### src/shared/spt_pkg.sv
// Package for the stack-pointer tracker and partial-write merge logic.
// Assumes one op per cycle arrives from decode/dispatch, in program order.
package spt_pkg;

    // ------------------------------------------------------------
    // sizes and encodings
    // ------------------------------------------------------------
    localparam int SLOT_BYTES         = 8;    // stack slot of a push/pop in 64-bit mode
    localparam int TEARDOWN_LEN_BYTES = 1;    // frame_teardown encoding length
    localparam int EPILOGUE_LEN_BYTES = 3;    // copy-to-sp plus pop, the long form
    localparam int GPR_COUNT          = 16;
    localparam int VEC_COUNT          = 16;
    localparam int GPR_BITS           = 64;
    localparam int VEC_BITS           = 128;
    localparam int TAG_W              = 6;
    localparam int OFF_W              = 20;
    localparam int REG_W              = 4;
    localparam int LEN_W              = 4;
    localparam logic [TAG_W-1:0] TAG_RESET = 6'h00;

    typedef enum logic [3:0] {
        SPT_OTHER,
        SPT_PUSH,
        SPT_POP,
        SPT_CALL,
        SPT_RET,
        SPT_TEARDOWN,
        SPT_SP_SRC,
        SPT_SP_MEM_NOIDX,
        SPT_SP_LEA,
        SPT_SP_DEST,
        SPT_SP_MEM_IDX,
        SPT_SP_MICRO
    } spt_kind_t;

    // part of the destination that an op writes
    typedef enum logic [3:0] {
        SPT_W_NONE,
        SPT_W_GPR8,
        SPT_W_GPR16,
        SPT_W_GPR32,
        SPT_W_GPR64,
        SPT_W_VEC32,
        SPT_W_VEC64LO,
        SPT_W_VEC64HI,
        SPT_W_VEC128
    } spt_width_t;

    // ------------------------------------------------------------
    // classification
    // ------------------------------------------------------------
    function automatic logic isSyncKind(spt_kind_t k);
        return (k == SPT_SP_LEA) || (k == SPT_SP_DEST) ||
               (k == SPT_SP_MEM_IDX) || (k == SPT_SP_MICRO);
    endfunction

    function automatic logic isTrackedKind(spt_kind_t k);
        return (k == SPT_PUSH) || (k == SPT_POP) || (k == SPT_CALL) ||
               (k == SPT_RET) || (k == SPT_TEARDOWN) || (k == SPT_SP_SRC) ||
               (k == SPT_SP_MEM_NOIDX);
    endfunction

endpackage

### src/shared/spt_merge_if.sv
// Interface between the tracker and the register merge table.
// Assumes both ends run on the same clock.
`timescale 1ns/1ps
`default_nettype none
interface spt_merge_if;
    logic                          wrValid;
    logic [spt_pkg::REG_W-1:0]     wrReg;
    spt_pkg::spt_width_t           wrWidth;
    logic                          wrZeroLoad;
    logic [spt_pkg::TAG_W-1:0]     wrTag;
    logic                          depValid;
    logic [spt_pkg::TAG_W-1:0]     depTag;

    modport requester (output wrValid, wrReg, wrWidth, wrZeroLoad, wrTag,
                       input depValid, depTag);
    modport lookup (input wrValid, wrReg, wrWidth, wrZeroLoad, wrTag,
                    output depValid, depTag);
endinterface
`default_nettype wire

### src/spt_track.sv
// Stack-pointer tracker with partial-write merge tracking.
// Assumes decode/dispatch offers at most one op per cycle in program order,
// from logic on the same clock; results appear one enabled cycle later.
//
// Notes on behaviour
// [RQ1] follow stack pointer so pushes/pops run parallel
// [RQ2] calls, returns, teardown, sp reads need no sync
// [RQ3] address_compute or sp destination keeps true dependency
// [RQ4] indexed sp memory or microcoded sp keeps dependency
// [RQ5] partial writes merge with untouched register bits
// [RQ6] partial write depends on last writer of register
// [RQ7] integer register tracked as one 64-bit entity
// [RQ8] 32-bit integer write zeroes upper, no merge
// [RQ9] vector register one 128-bit entity; halves merge
// [RQ10] 32-bit vector slice write merges with rest
// [RQ11] scalar moves from memory zero upper, no merge
// [RQ12] frame_teardown is one byte, two below epilogue
// [RQ13] teardown copies frame_base_reg to sp, then pops
// [RQ14] tracking never changes architectural results
`timescale 1ns/1ps
`default_nettype none
module spt_track #(
    parameter int SLOT = spt_pkg::SLOT_BYTES
) (
    input  wire logic                          clock,
    input  wire logic                          rst,
    input  wire logic                          ce,
    input  wire logic                          inValid,
    input  wire logic [spt_pkg::TAG_W-1:0]     inTag,
    input  wire spt_pkg::spt_kind_t            inKind,
    input  wire logic                          inWritesSp,
    input  wire logic [15:0]                   inRetImm,
    input  wire logic [spt_pkg::REG_W-1:0]     inDestReg,
    input  wire spt_pkg::spt_width_t           inDestWidth,
    input  wire logic                          inZeroLoad,
    output logic                               outValid,
    output logic [spt_pkg::TAG_W-1:0]          outTag,
    output logic                               outNeedSync,
    output logic [spt_pkg::TAG_W-1:0]          outBaseTag,
    output logic                               outBaseValid,
    output logic                               outBaseFrame,
    output logic signed [spt_pkg::OFF_W-1:0]   outSpOffset,
    output logic [spt_pkg::LEN_W-1:0]          outLenBytes,
    output logic                               outMergeValid,
    output logic [spt_pkg::TAG_W-1:0]          outMergeTag
);
    // ------------------------------------------------------------
    // tracked state
    // ------------------------------------------------------------
    // the stack pointer seen by the next op is base + delta, where base is
    // the result of the last op that wrote the pointer whole (or the reset
    // value when baseValid is low)
    localparam logic signed [spt_pkg::OFF_W-1:0] SLOT_OFF = spt_pkg::OFF_W'(SLOT);
    localparam logic [spt_pkg::LEN_W-1:0] TD_LEN = spt_pkg::LEN_W'(spt_pkg::TEARDOWN_LEN_BYTES);

    logic signed [spt_pkg::OFF_W-1:0] delta_q;
    logic signed [spt_pkg::OFF_W-1:0] delta_d;
    logic signed [spt_pkg::OFF_W-1:0] access_d;
    logic [spt_pkg::TAG_W-1:0]        baseTag_q;
    logic                             baseValid_q;
    logic                             take;

    assign take = ce && inValid;

    // ------------------------------------------------------------
    // offset arithmetic
    // ------------------------------------------------------------
    always_comb begin
        delta_d  = delta_q;
        access_d = delta_q;
        case (inKind)
            spt_pkg::SPT_PUSH,
            spt_pkg::SPT_CALL: begin
                access_d = delta_q - SLOT_OFF;                          // RQ1 RQ2
                delta_d  = delta_q - SLOT_OFF;
            end
            spt_pkg::SPT_POP: begin
                delta_d = delta_q + SLOT_OFF;                           // RQ1
            end
            spt_pkg::SPT_RET: begin
                // return with immediate also drops the argument bytes
                delta_d = delta_q + SLOT_OFF + spt_pkg::OFF_W'(inRetImm); // RQ2
            end
            spt_pkg::SPT_TEARDOWN: begin
                // pop off the frame base copy, so offset 0 then one slot up
                access_d = '0;                                          // RQ13
                delta_d  = SLOT_OFF;                                    // RQ13
            end
            default: begin
                access_d = delta_q;
                delta_d  = delta_q;
            end
        endcase
        // a whole write of the pointer restarts the offset at its result
        if (inWritesSp && inKind != spt_pkg::SPT_TEARDOWN) begin
            delta_d = '0;                                               // RQ3 RQ14
        end
    end

    always_ff @(posedge clock) begin
        if (rst) begin
            delta_q <= '0;
        end else if (take) begin
            delta_q <= delta_d;                                         // RQ1 RQ14
        end
    end

    always_ff @(posedge clock) begin
        if (rst) begin
            baseTag_q   <= spt_pkg::TAG_RESET;
            baseValid_q <= 1'b0;
        end else if (take && (inWritesSp || inKind == spt_pkg::SPT_TEARDOWN)) begin
            baseTag_q   <= inTag;                                       // RQ3 RQ13
            baseValid_q <= 1'b1;
        end
    end

    // ------------------------------------------------------------
    // per-op answer
    // ------------------------------------------------------------
    always_ff @(posedge clock) begin
        if (rst) begin
            outValid     <= 1'b0;
            outTag       <= spt_pkg::TAG_RESET;
            outNeedSync  <= 1'b0;
            outBaseTag   <= spt_pkg::TAG_RESET;
            outBaseValid <= 1'b0;
            outBaseFrame <= 1'b0;
            outSpOffset  <= '0;
            outLenBytes  <= '0;
        end else if (ce) begin
            outValid     <= inValid;
            outTag       <= inTag;
            // sync ops wait for the real pointer; tracked ones only need base
            outNeedSync  <= inValid && spt_pkg::isSyncKind(inKind);     // RQ3 RQ4
            outBaseTag   <= baseTag_q;
            outBaseValid <= baseValid_q;
            // teardown reads frame_base_reg, not the old pointer
            outBaseFrame <= inValid && inKind == spt_pkg::SPT_TEARDOWN; // RQ2 RQ13
            outSpOffset  <= access_d;                                   // RQ14
            outLenBytes  <= (inValid && inKind == spt_pkg::SPT_TEARDOWN) ? TD_LEN
                                                                         : '0; // RQ12
        end
    end

    // ------------------------------------------------------------
    // merge tracking
    // ------------------------------------------------------------
    spt_merge_if mif ();

    assign mif.wrValid    = take;
    assign mif.wrReg      = inDestReg;
    assign mif.wrWidth    = inDestWidth;
    assign mif.wrZeroLoad = inZeroLoad;
    assign mif.wrTag      = inTag;

    spt_merge_dep u_merge (
        .clock (clock),
        .rst   (rst),
        .ce    (ce),
        .mif   (mif.lookup)
    );

    assign outMergeValid = mif.depValid;                                // RQ5
    assign outMergeTag   = mif.depTag;

    // ------------------------------------------------------------
    // checks
    // ------------------------------------------------------------
    push_offset_a: assert property (@(posedge clock) disable iff (rst) // RQ1
        (take && inKind == spt_pkg::SPT_PUSH && !inWritesSp)
        |=> (outSpOffset == $past(delta_q) - SLOT_OFF && delta_q == outSpOffset))
        else $error("push offset not one slot below the tracked pointer");

    pop_chain_a: assert property (@(posedge clock) disable iff (rst) // RQ1
        (take && inKind == spt_pkg::SPT_POP && !inWritesSp)
        ##1 (take && inKind == spt_pkg::SPT_POP && !inWritesSp)
        |=> delta_q == $past(delta_q, 2) + SLOT_OFF + SLOT_OFF)
        else $error("two pops did not raise the pointer two slots");

    tracked_free_a: assert property (@(posedge clock) disable iff (rst) // RQ2
        (take && spt_pkg::isTrackedKind(inKind)) |=> (outValid && !outNeedSync))
        else $error("tracked stack op was made to wait for the pointer");

    sync_kept_a: assert property (@(posedge clock) disable iff (rst) // RQ3
        (take && spt_pkg::isSyncKind(inKind)) |=> (outNeedSync && outTag == $past(inTag)))
        else $error("dependency on the pointer was dropped");

    rebase_after_write_a: assert property (@(posedge clock) disable iff (rst) // RQ14
        (take && inWritesSp && inKind == spt_pkg::SPT_SP_DEST)
        |=> (delta_q == '0 && baseValid_q && baseTag_q == $past(inTag)))
        else $error("pointer write did not restart the tracked offset");

    teardown_pop_a: assert property (@(posedge clock) disable iff (rst) // RQ13
        (take && inKind == spt_pkg::SPT_TEARDOWN)
        |=> (outBaseFrame && outSpOffset == '0 && delta_q == SLOT_OFF
             && outLenBytes == TD_LEN))
        else $error("teardown did not copy frame base and pop");

    pop_offset_a: assert property (@(posedge clock) disable iff (rst) // RQ1
        (take && inKind == spt_pkg::SPT_POP && !inWritesSp)
        |=> (outSpOffset == $past(delta_q) && delta_q == $past(delta_q) + SLOT_OFF))
        else $error("pop did not read at the tracked pointer and raise it");

    ret_release_a: assert property (@(posedge clock) disable iff (rst) // RQ2
        (take && inKind == spt_pkg::SPT_RET && !inWritesSp)
        |=> (delta_q == $past(delta_q) + SLOT_OFF + spt_pkg::OFF_W'($past(inRetImm))))
        else $error("return did not release its slot and argument bytes");

    read_only_hold_a: assert property (@(posedge clock) disable iff (rst) // RQ2
        (take && !inWritesSp && (inKind == spt_pkg::SPT_SP_SRC ||
                                 inKind == spt_pkg::SPT_SP_MEM_NOIDX))
        |=> (outSpOffset == $past(delta_q) && $stable(delta_q) && $stable(baseTag_q)))
        else $error("pointer read moved the tracked pointer");

    freeze_hold_a: assert property (@(posedge clock) disable iff (rst) // RQ14
        !ce |=> ($stable(delta_q) && $stable(outValid) && $stable(outTag)
                 && $stable(outSpOffset)))
        else $error("state moved while the clock enable was low");
endmodule
`default_nettype wire

### src/spt_merge_dep.sv
// Last-writer table for integer and vector registers; reports merge
// dependencies of partial writes one cycle after the write is offered.
// Assumes writes arrive in program order from the tracker.
`timescale 1ns/1ps
`default_nettype none
module spt_merge_dep (
    input  wire logic   clock,
    input  wire logic   rst,
    input  wire logic   ce,
    spt_merge_if.lookup mif
);
    // ------------------------------------------------------------
    // table: one entry per whole register, not per slice
    // ------------------------------------------------------------
    localparam int ENTRIES = spt_pkg::GPR_COUNT + spt_pkg::VEC_COUNT;

    logic [spt_pkg::TAG_W-1:0] lastTag_q [ENTRIES];
    logic [ENTRIES-1:0]        lastValid_q;
    logic                      depValid_q;
    logic [spt_pkg::TAG_W-1:0] depTag_q;

    function automatic logic needsMerge(spt_pkg::spt_width_t w, logic zeroLoad);
        case (w)
            spt_pkg::SPT_W_GPR8,
            spt_pkg::SPT_W_GPR16:   return 1'b1;                    // RQ8
            spt_pkg::SPT_W_VEC64HI: return 1'b1;                    // RQ9
            spt_pkg::SPT_W_VEC32,
            spt_pkg::SPT_W_VEC64LO: return !zeroLoad;               // RQ10 RQ11
            default:                return 1'b0;                    // RQ8
        endcase
    endfunction

    function automatic logic isVec(spt_pkg::spt_width_t w);
        return (w == spt_pkg::SPT_W_VEC32) || (w == spt_pkg::SPT_W_VEC64LO) ||
               (w == spt_pkg::SPT_W_VEC64HI) || (w == spt_pkg::SPT_W_VEC128);
    endfunction

    logic [4:0] slot;
    assign slot = {isVec(mif.wrWidth), mif.wrReg};                  // RQ7 RQ9

    always_ff @(posedge clock) begin
        if (rst) begin
            lastValid_q <= '0;
        end else if (ce && mif.wrValid && mif.wrWidth != spt_pkg::SPT_W_NONE) begin
            lastValid_q[slot] <= 1'b1;                              // RQ6
        end
    end

    always_ff @(posedge clock) begin
        if (ce && mif.wrValid && mif.wrWidth != spt_pkg::SPT_W_NONE) begin
            lastTag_q[slot] <= mif.wrTag;                           // RQ6
        end
    end

    // the merging op waits on whoever last wrote any part of the register
    always_ff @(posedge clock) begin
        if (rst) begin
            depValid_q <= 1'b0;
            depTag_q   <= spt_pkg::TAG_RESET;
        end else if (ce) begin
            depValid_q <= mif.wrValid && lastValid_q[slot] &&
                          needsMerge(mif.wrWidth, mif.wrZeroLoad);  // RQ5 RQ6
            depTag_q   <= lastTag_q[slot];
        end
    end

    assign mif.depValid = depValid_q;
    assign mif.depTag   = depTag_q;

    // ------------------------------------------------------------
    // checks
    // ------------------------------------------------------------
    gpr32_no_merge_a: assert property (@(posedge clock) disable iff (rst) // RQ8
        (ce && mif.wrValid && mif.wrWidth == spt_pkg::SPT_W_GPR32) |=> !mif.depValid)
        else $error("32-bit integer write reported a merge");

    narrow_merge_a: assert property (@(posedge clock) disable iff (rst) // RQ6
        (ce && mif.wrValid && mif.wrWidth == spt_pkg::SPT_W_GPR8 && lastValid_q[slot])
        |=> (mif.depValid && mif.depTag == $past(lastTag_q[slot])))
        else $error("byte write lost its merge on the last writer");

    vec_load_zero_a: assert property (@(posedge clock) disable iff (rst) // RQ11
        (ce && mif.wrValid && mif.wrZeroLoad && mif.wrWidth == spt_pkg::SPT_W_VEC64LO)
        |=> !mif.depValid)
        else $error("zeroing vector load reported a merge");
endmodule
`default_nettype wire

### config.mk
export PLATFORM = sky130hd
export DESIGN_NAME = spt_track
export DESIGN_NICKNAME = d
export VERILOG_FILES = /design/src/shared/spt_pkg.sv /design/src/shared/spt_merge_if.sv /design/src/spt_track.sv /design/src/spt_merge_dep.sv
export SDC_FILE = /design/constraint.sdc
export NUM_CORES = 1
export LEC_CHECK = 0
export ABC_AREA = 1
export BUFFER_PORTS_ARGS = -buffer_cell sky130_fd_sc_hd__buf_4
export CAP_MARGIN = 10
export CORE_UTILIZATION = 50
export DETAILED_ROUTE_END_ITERATION = 6
export PLACE_DENSITY = 0.68
export SYNTH_ARGS = -nofsm -noshare
export SYNTH_HDL_FRONTEND = slang
export SYNTH_SLANG_ARGS = --single-unit
### constraint.sdc
create_clock -name clock -period 3.15 [get_ports clock]
set_input_delay 0.1575 -clock clock [delete_from_list [all_inputs] [get_ports clock]]
set_output_delay 0.1575 -clock clock [all_outputs]
set_load 0.01 [all_outputs]
==> impl_metrics.toml, run 1 <==
[outcome]
outcome = "completed"

[clocking]
root_buffer = "clkbuf_16"
numCtsBuffers = 29
cts_num_sinks = 294
cts_buffer_depth = 3
cts_tree = "yes"
post_cts_resized = 0
clk_pin_slew_ns = 0.07
h-tree-depth = 1
clock_latency_ns = 0.56

[setup_path]
critPathArrivalTime_ns = 2.98
cp_slowest_cell = "dfxtp_1"
crit_family = "simple AND/OR/NAND/NOR gates"
path_depth = 13
rr_worst_depth = 13
path_common_cell = "nand2_1"
path_buf_inv = 2
reg2reg_from = "delta_q[3]"
crit_fanout = 6
crit_type = "reg -> reg"
crit_path_start_kind = "register"
path_cells = "inv_1 > ha_1 > inv_1 > ha_1 > nand2_1 > nand3_1 > nand2_1 > nand2_1 > or2_2 > nand3_1 > nand3_1 > nand2_1 > a21oi_1"
endpoint_kind = "register"
slowest_delay_ns = 0.43
worstPathRequired_ns = 3.55
crit_start = "delta_q[3]"

[yosys]
seq_area_frac_synth_pct = 57.4
syn_avg_cell_area_um2 = 9.37
async_reset_ff_share_pct = 0
syn-instance-count = 1452
yosysUniqueCellTypes = 51
syn_area_um2 = 13600
ys.warnings.count = 0
ys_ff_latch = 294
synth_flop_cell = "edfxtp_1"
synth_edf_count = 192

[grt]
grt_overflow_total = 0
antenna_found_initial = 1
grt_usage_pct = 25.8
grt_pass1_vias = 10000
grt_max_degree = 66
grt_pass1_wl_um = 55900

[final_layout]
area_delta_synth_final_pct = 13.8
multiInputGateArea_um2 = 5130
drive_above_1_share_pct = 12.9
postLayoutCellArea_um2 = 15500
nFillCells = 2323
final_common_cell = "nand2_1"
final_core_util_pct = 57.8
final_cells = 1882
ff_latch_area_um2 = 7810
layout.nets = 1592
final_cell_mix = "320 x nand2_1, 227 x nor2_1, 192 x edfxtp_1"

[detailed_routing]
vias = 10700
drt-wirelength-per-cell_um = 19.0
ant_nets = 0
dr.pass1.iters = 6
routed_wl_um = 35700
drc_errors = 0
viasPerCell = 5.68
drt-initial-drc-count = 1115

[timing]
worstMarginPinSlew_ns = 1.04
relSlewSlack_pct = 30.9
fin_crit_sh_pct = 81.9
hold_viol_final = 0
fin_hold_ws_ns = 0.0236
period_minus_slack_ns = 2.58
rsz0062_at_grt = "false"
setup_violations = 0
setup_tns_ns = 0
maxSlewViolCount = 0
fmax_mhz = 388
fin_skew_ns = 0.0101

[die]
initial_core_util_pct = 50.8
core_area_um2 = 26800
floorplan.rows = 60
dieWidth_um = 167
fp.dieH_um = 167
dieArea_um2 = 27900
io_pins = 87

[pwr]
ir_drop_v = 0.000539
leakagePower_nw = 6.07
power_density_nw_per_um2 = 566

[placement]
place_area_um2 = 14400
port_buffers = 83
place_congestion = 0.910
post-place-cells = 1823
place_hpwl_um = 24100

[hold_path]
hold_depth = 4
hp-start = "inKind[2]"
hold_class = "in -> reg"

[run]
drv_cap = 0
## worst paths after layout
check        slack [ns]                 endpoint
max                0.57               delta_q[8]
min                0.02              outNeedSync
max reg2reg        0.57               delta_q[8]
min reg2reg        0.47  u_merge.lastValid_q[17]
## layer usage
metal  part of all wire [%]  GRT usage (%)  vias up  routed length (µm)
met5                      0              0        -                   0
met3                    7.4           3.02       55                2650
li1                       -              -     5125                   -
met2                     45           41.2      439               16200
met1                     45           37.0     5072               16000
met4                    2.3           7.29        0                 821
## sequential cells by signal, indices dropped and copies added, names as in the netlist
name / cells
outSpOffset: 20
outValid: 1
outBaseTag: 6
u_merge.mif.depTag: 6
outBaseFrame: 1
delta_q: 20
outNeedSync: 1
baseValid_q: 1
baseTag_q: 6
u_merge.lastTag_q: 192
u_merge.mif.depValid: 1
outTag: 6
outBaseValid: 1
u_merge.lastValid_q: 32
## metrics by stage
| stage | worst slack [ns] | total power, W |
|---|---|---|
| 4_1_cts | 0.586 | 0.00879 |
| 2_1_floorplan | 1.03 | 0.00487 |
| 6_report | 0.570 | 0.00877 |
| 3_3_place_gp | 0.632 | 0.00519 |
| 5_1_grt | 0.381 | 0.00904 |
| 3_5_place_dp | 0.604 | 0.00520 |
## cells by family (layout without fill, tap and decap cells)
family	after synthesis	count (layout)	synth area share, %
adder cells (fa/ha/maj)	35	35	3.27
flip-flops	294	294	57.4
buffers and inverters	161	247	5.11
AO/OA/AOI/OAI	258	258	11.6
AND/OR/NAND/NOR	686	686	21.5
XOR/XNOR	17	17	1.09
other	1	4	0.0276
## area by class of cell
cell class,count,share of cell area [%]
multi-input cells,999,33.1
flip-flops and latches,294,50.4
diodes,1,0.0162
clock buffers,34,5.08
clock inverters,20,1.45
inverters,98,2.39
well taps,341,2.75
repair buffers,95,4.78
## synth_stat cells, types with 5 or more instances
cell / n / share of area (%)
o22ai_1: 11 / 0.51
nand3_1: 62 / 2.3
a22oi_1: 60 / 3.3
nand2_1: 320 / 8.8
nor2_2: 6 / 0.28
nand4_1: 15 / 0.69
edfxtp_1: 192 / 42
a31oi_1: 31 / 1.4
o21ai_0: 67 / 2.5
xor2_1: 12 / 0.77
buf_4: 10 / 0.55
xnor2_1: 5 / 0.32
inv_2: 15 / 0.41
ha_1: 34 / 3.1
dfxtp_1: 102 / 15
nand3b_1: 6 / 0.33
or2_2: 12 / 0.55
o21ai_1: 5 / 0.18
a21oi_1: 65 / 2.4
buf_2: 28 / 1.0
inv_1: 81 / 2.2
nor3_1: 17 / 0.63
nor2_1: 228 / 6.3
clkbuf_1: 21 / 0.58
## worst reg2reg max path, delay by kind of cell (launching register included)
| kind | cells | cell delay, ns |
|---|---|---|
| AO/OA/AOI/OAI | 1 | 0.05 |
| AND/OR/NAND/NOR | 8 | 1.04 |
| adder cells (fa/ha/maj) | 2 | 0.68 |
| buffers and inverters | 2 | 0.23 |
| flip-flops | 1 | 0.43 |
## report_power, final
| group | total (W) | switching [W] | internal (W) |
|---|---|---|---|
| clock network | 0.00363 | 0.00150 | 0.00213 |
| registers | 0.00423 | 0.0000567 | 0.00417 |
| logic | 0.000910 | 0.000600 | 0.000309 |
| total | 0.00877 | 0.00215 | 0.00661 |
## what timing repair did
item                      CTS  global route
hold endpoints to repair    3             0
hold buffers                3             0
setup buffers               0             0
Power figures use the tool's default switching activity.
==> inputs of run 2 (changes only) <==
==> constraint.sdc (replaced) <==
create_clock -name clock -period 2.6 [get_ports clock]
set_input_delay 0.13 -clock clock [delete_from_list [all_inputs] [get_ports clock]]
set_output_delay 0.13 -clock clock [all_outputs]
set_load 0.01 [all_outputs]
==> impl_metrics.toml, run 2 (synthesis results as in run 1) <==
[clocking]
numCtsBuffers = 30
root_buffer = "clkbuf_16"
post_cts_resized = 0
h-tree-depth = 1
cts_num_sinks = 294
cts_tree = "yes"
clock_latency_ns = 0.55
clk_pin_slew_ns = 0.06
cts_buffer_depth = 3

[hold_path]
hold_class = "in -> reg"
hold_depth = 4
hp-start = "inRetImm[0]"
worstHoldEndpoint = "delta_q[0]"

[pwr]
total_power_w = 0.0104
leakagePower_nw = 6.26
p_clk_share_pct = 40.2
power_frac_comb_pct = 10.8
ir_drop_v = 0.000463
p_switching_w = 0.00253
swShare_pct = 24.3
intPower_w = 0.00790
sequentialPowerShare_pct = 49.0
power_density_nw_per_um2 = 663

[setup_path]
rr_worst_depth = 13
critPathArrivalTime_ns = 2.84
slowest_delay_ns = 0.50
crit_fanout = 8
worstPathRequired_ns = 3.07
path_buf_inv = 2
crit_path_start_kind = "register"
path_common_cell = "nand2_1"
r2r-end = "delta_q[16]"
crit_family = "adder cells"
rrSetupSlack_ns = 0.23
crit_type = "reg -> reg"
reg2reg_from = "delta_q[10]"
endpoint_kind = "register"
path_cells = "ha_1 > ha_1 > nand2_1 > inv_1 > a21oi_1 > inv_1 > a21oi_1 > nand2_1 > nand2_1 > nand3_1 > nand2_1 > nand2_1 > a21oi_1"
cp_slowest_cell = "dfxtp_1"

[timing]
fin_skew_ns = 0.0166
period_minus_slack_ns = 2.37
fmax_mhz = 422
maxSlewViolCount = 0
setup_violations = 0
fin_crit_sh_pct = 91.2
relSlewSlack_pct = 40.4
setup_tns_ns = 0
hold_viol_final = 0
fin_hold_ws_ns = 0.0110
worstMarginPinSlew_ns = 0.893
layout_setup_ws_ns = 0.228
rsz0062_at_grt = "false"

[detailed_routing]
ant_nets = 0
drt-initial-drc-count = 1024
viasPerCell = 5.58
dr.pass1.iters = 6
drc_errors = 0
routed_wl_um = 35300
drt-wirelength-per-cell_um = 18.4
vias = 10700

[grt]
grt_pass1_wl_um = 55700
grt_max_degree = 66
grt_overflow_total = 0
grt_usage_pct = 25.5
antenna_found_initial = 0
grt_pass1_vias = 10100

[final_layout]
final_cell_mix = "320 x nand2_1, 227 x nor2_1, 192 x edfxtp_1"
largest_reg_flops = 192
top_register = "u_merge.lastTag_q"
n_antenna_cell = 0
final_common_cell = "nand2_1"
area_delta_synth_final_pct = 15.7
drive_above_1_share_pct = 15.1
final_core_util_pct = 58.8
top_regs = "u_merge.lastTag_q (192), u_merge.lastValid_q (32)"
layout.nets = 1631

[outcome]
outcome = "completed"

[die]
dieArea_um2 = 27900
fp.dieH_um = 167
initial_core_util_pct = 50.8
io_pins = 87
dieWidth_um = 167
core_area_um2 = 26800
floorplan.rows = 60

[placement]
place_hpwl_um = 24200
place_congestion = 0.953
pre_cts_ws_ns = 0.281
port_buffers = 83

[run]
drv_cap = 0
-- run 2: changes by cell type in the layout (fill, tap and decap cells not counted), moves of 2 or more --
cell       change
buf_4         +37
clkbuf_8       +8
clkinv_1       -4
bufinv_16      -3
clkbuf_1       +3
buf_12         +2
inv_6          -2
-- run 2: cell type report --
| type | count | area (µm²) |
|---|---|---|
| clock buffer | 44 | 883 |
| clock inverter | 12 | 101 |
| fill | 2315 | 11100 |
| inverter | 98 | 370 |
| multi-input combinational | 999 | 5130 |
| sequential | 294 | 7810 |
| tap | 341 | 427 |
| timing repair buffer | 133 | 1030 |
-- run 2: layer usage --
layer | up-vias | wire [µm] | GRT usage [%]
met4 | 0 | 850 | 7.29
met3 | 50 | 2710 | 3.33
met5 | - | 0 | 0
met2 | 444 | 15900 | 39.6
met1 | 5027 | 15800 | 37.5
li1 | 5199 | - | -
-- run 2: worst register-to-register path: stages (launching register included) --
cell and delay [ns]:
dfxtp_1 0.50, ha_1 0.30, ha_1 0.35, nand2_1 0.11, inv_1 0.05, a21oi_1 0.23
inv_1 0.07, a21oi_1 0.18, nand2_1 0.07, nand2_1 0.06, nand3_1 0.12, nand2_1 0.10
nand2_1 0.05, a21oi_1 0.12
-- run 2: metrics by stage --
stage,area (µm²),instances
2_1_floorplan,13600,1454
3_3_place_gp,14700,1862
3_5_place_dp,14700,1862
4_1_cts,15700,1921
5_1_grt,15700,1921
6_report,15700,1921
-- run 2: timing repair --
| item | CTS | global route |
|---|---|---|
| endpoints found under the hold margin | 14 | 0 |
| setup buffers | 0 | 0 |
| hold buffers | 3 | 0 |
-- run 2: power by group through the flow --
stage          clock network [W]  registers, W  logic [W]
6_report                 0.00419       0.00511    0.00113
5_1_grt                  0.00441       0.00512    0.00125
3_3_place_gp                   0       0.00521    0.00111
4_1_cts                  0.00424       0.00511    0.00112
2_1_floorplan                  0       0.00521   0.000690
3_5_place_dp                   0       0.00521    0.00111
-- run 2: how the worst max path moves through the flow --
stage | from | end | slack (ns) | cells after the start
floorplan | delta_q[3] | delta_q[6] | 0.48 | 13
global placement | delta_q[1] | delta_q[17] | 0.33 | 16
detailed placement | delta_q[5] | delta_q[8] | 0.28 | 11
CTS | delta_q[5] | delta_q[8] | 0.27 | 11
global route | delta_q[10] | delta_q[19] | 0.005 | 13
finish | delta_q[10] | delta_q[16] | 0.23 | 13
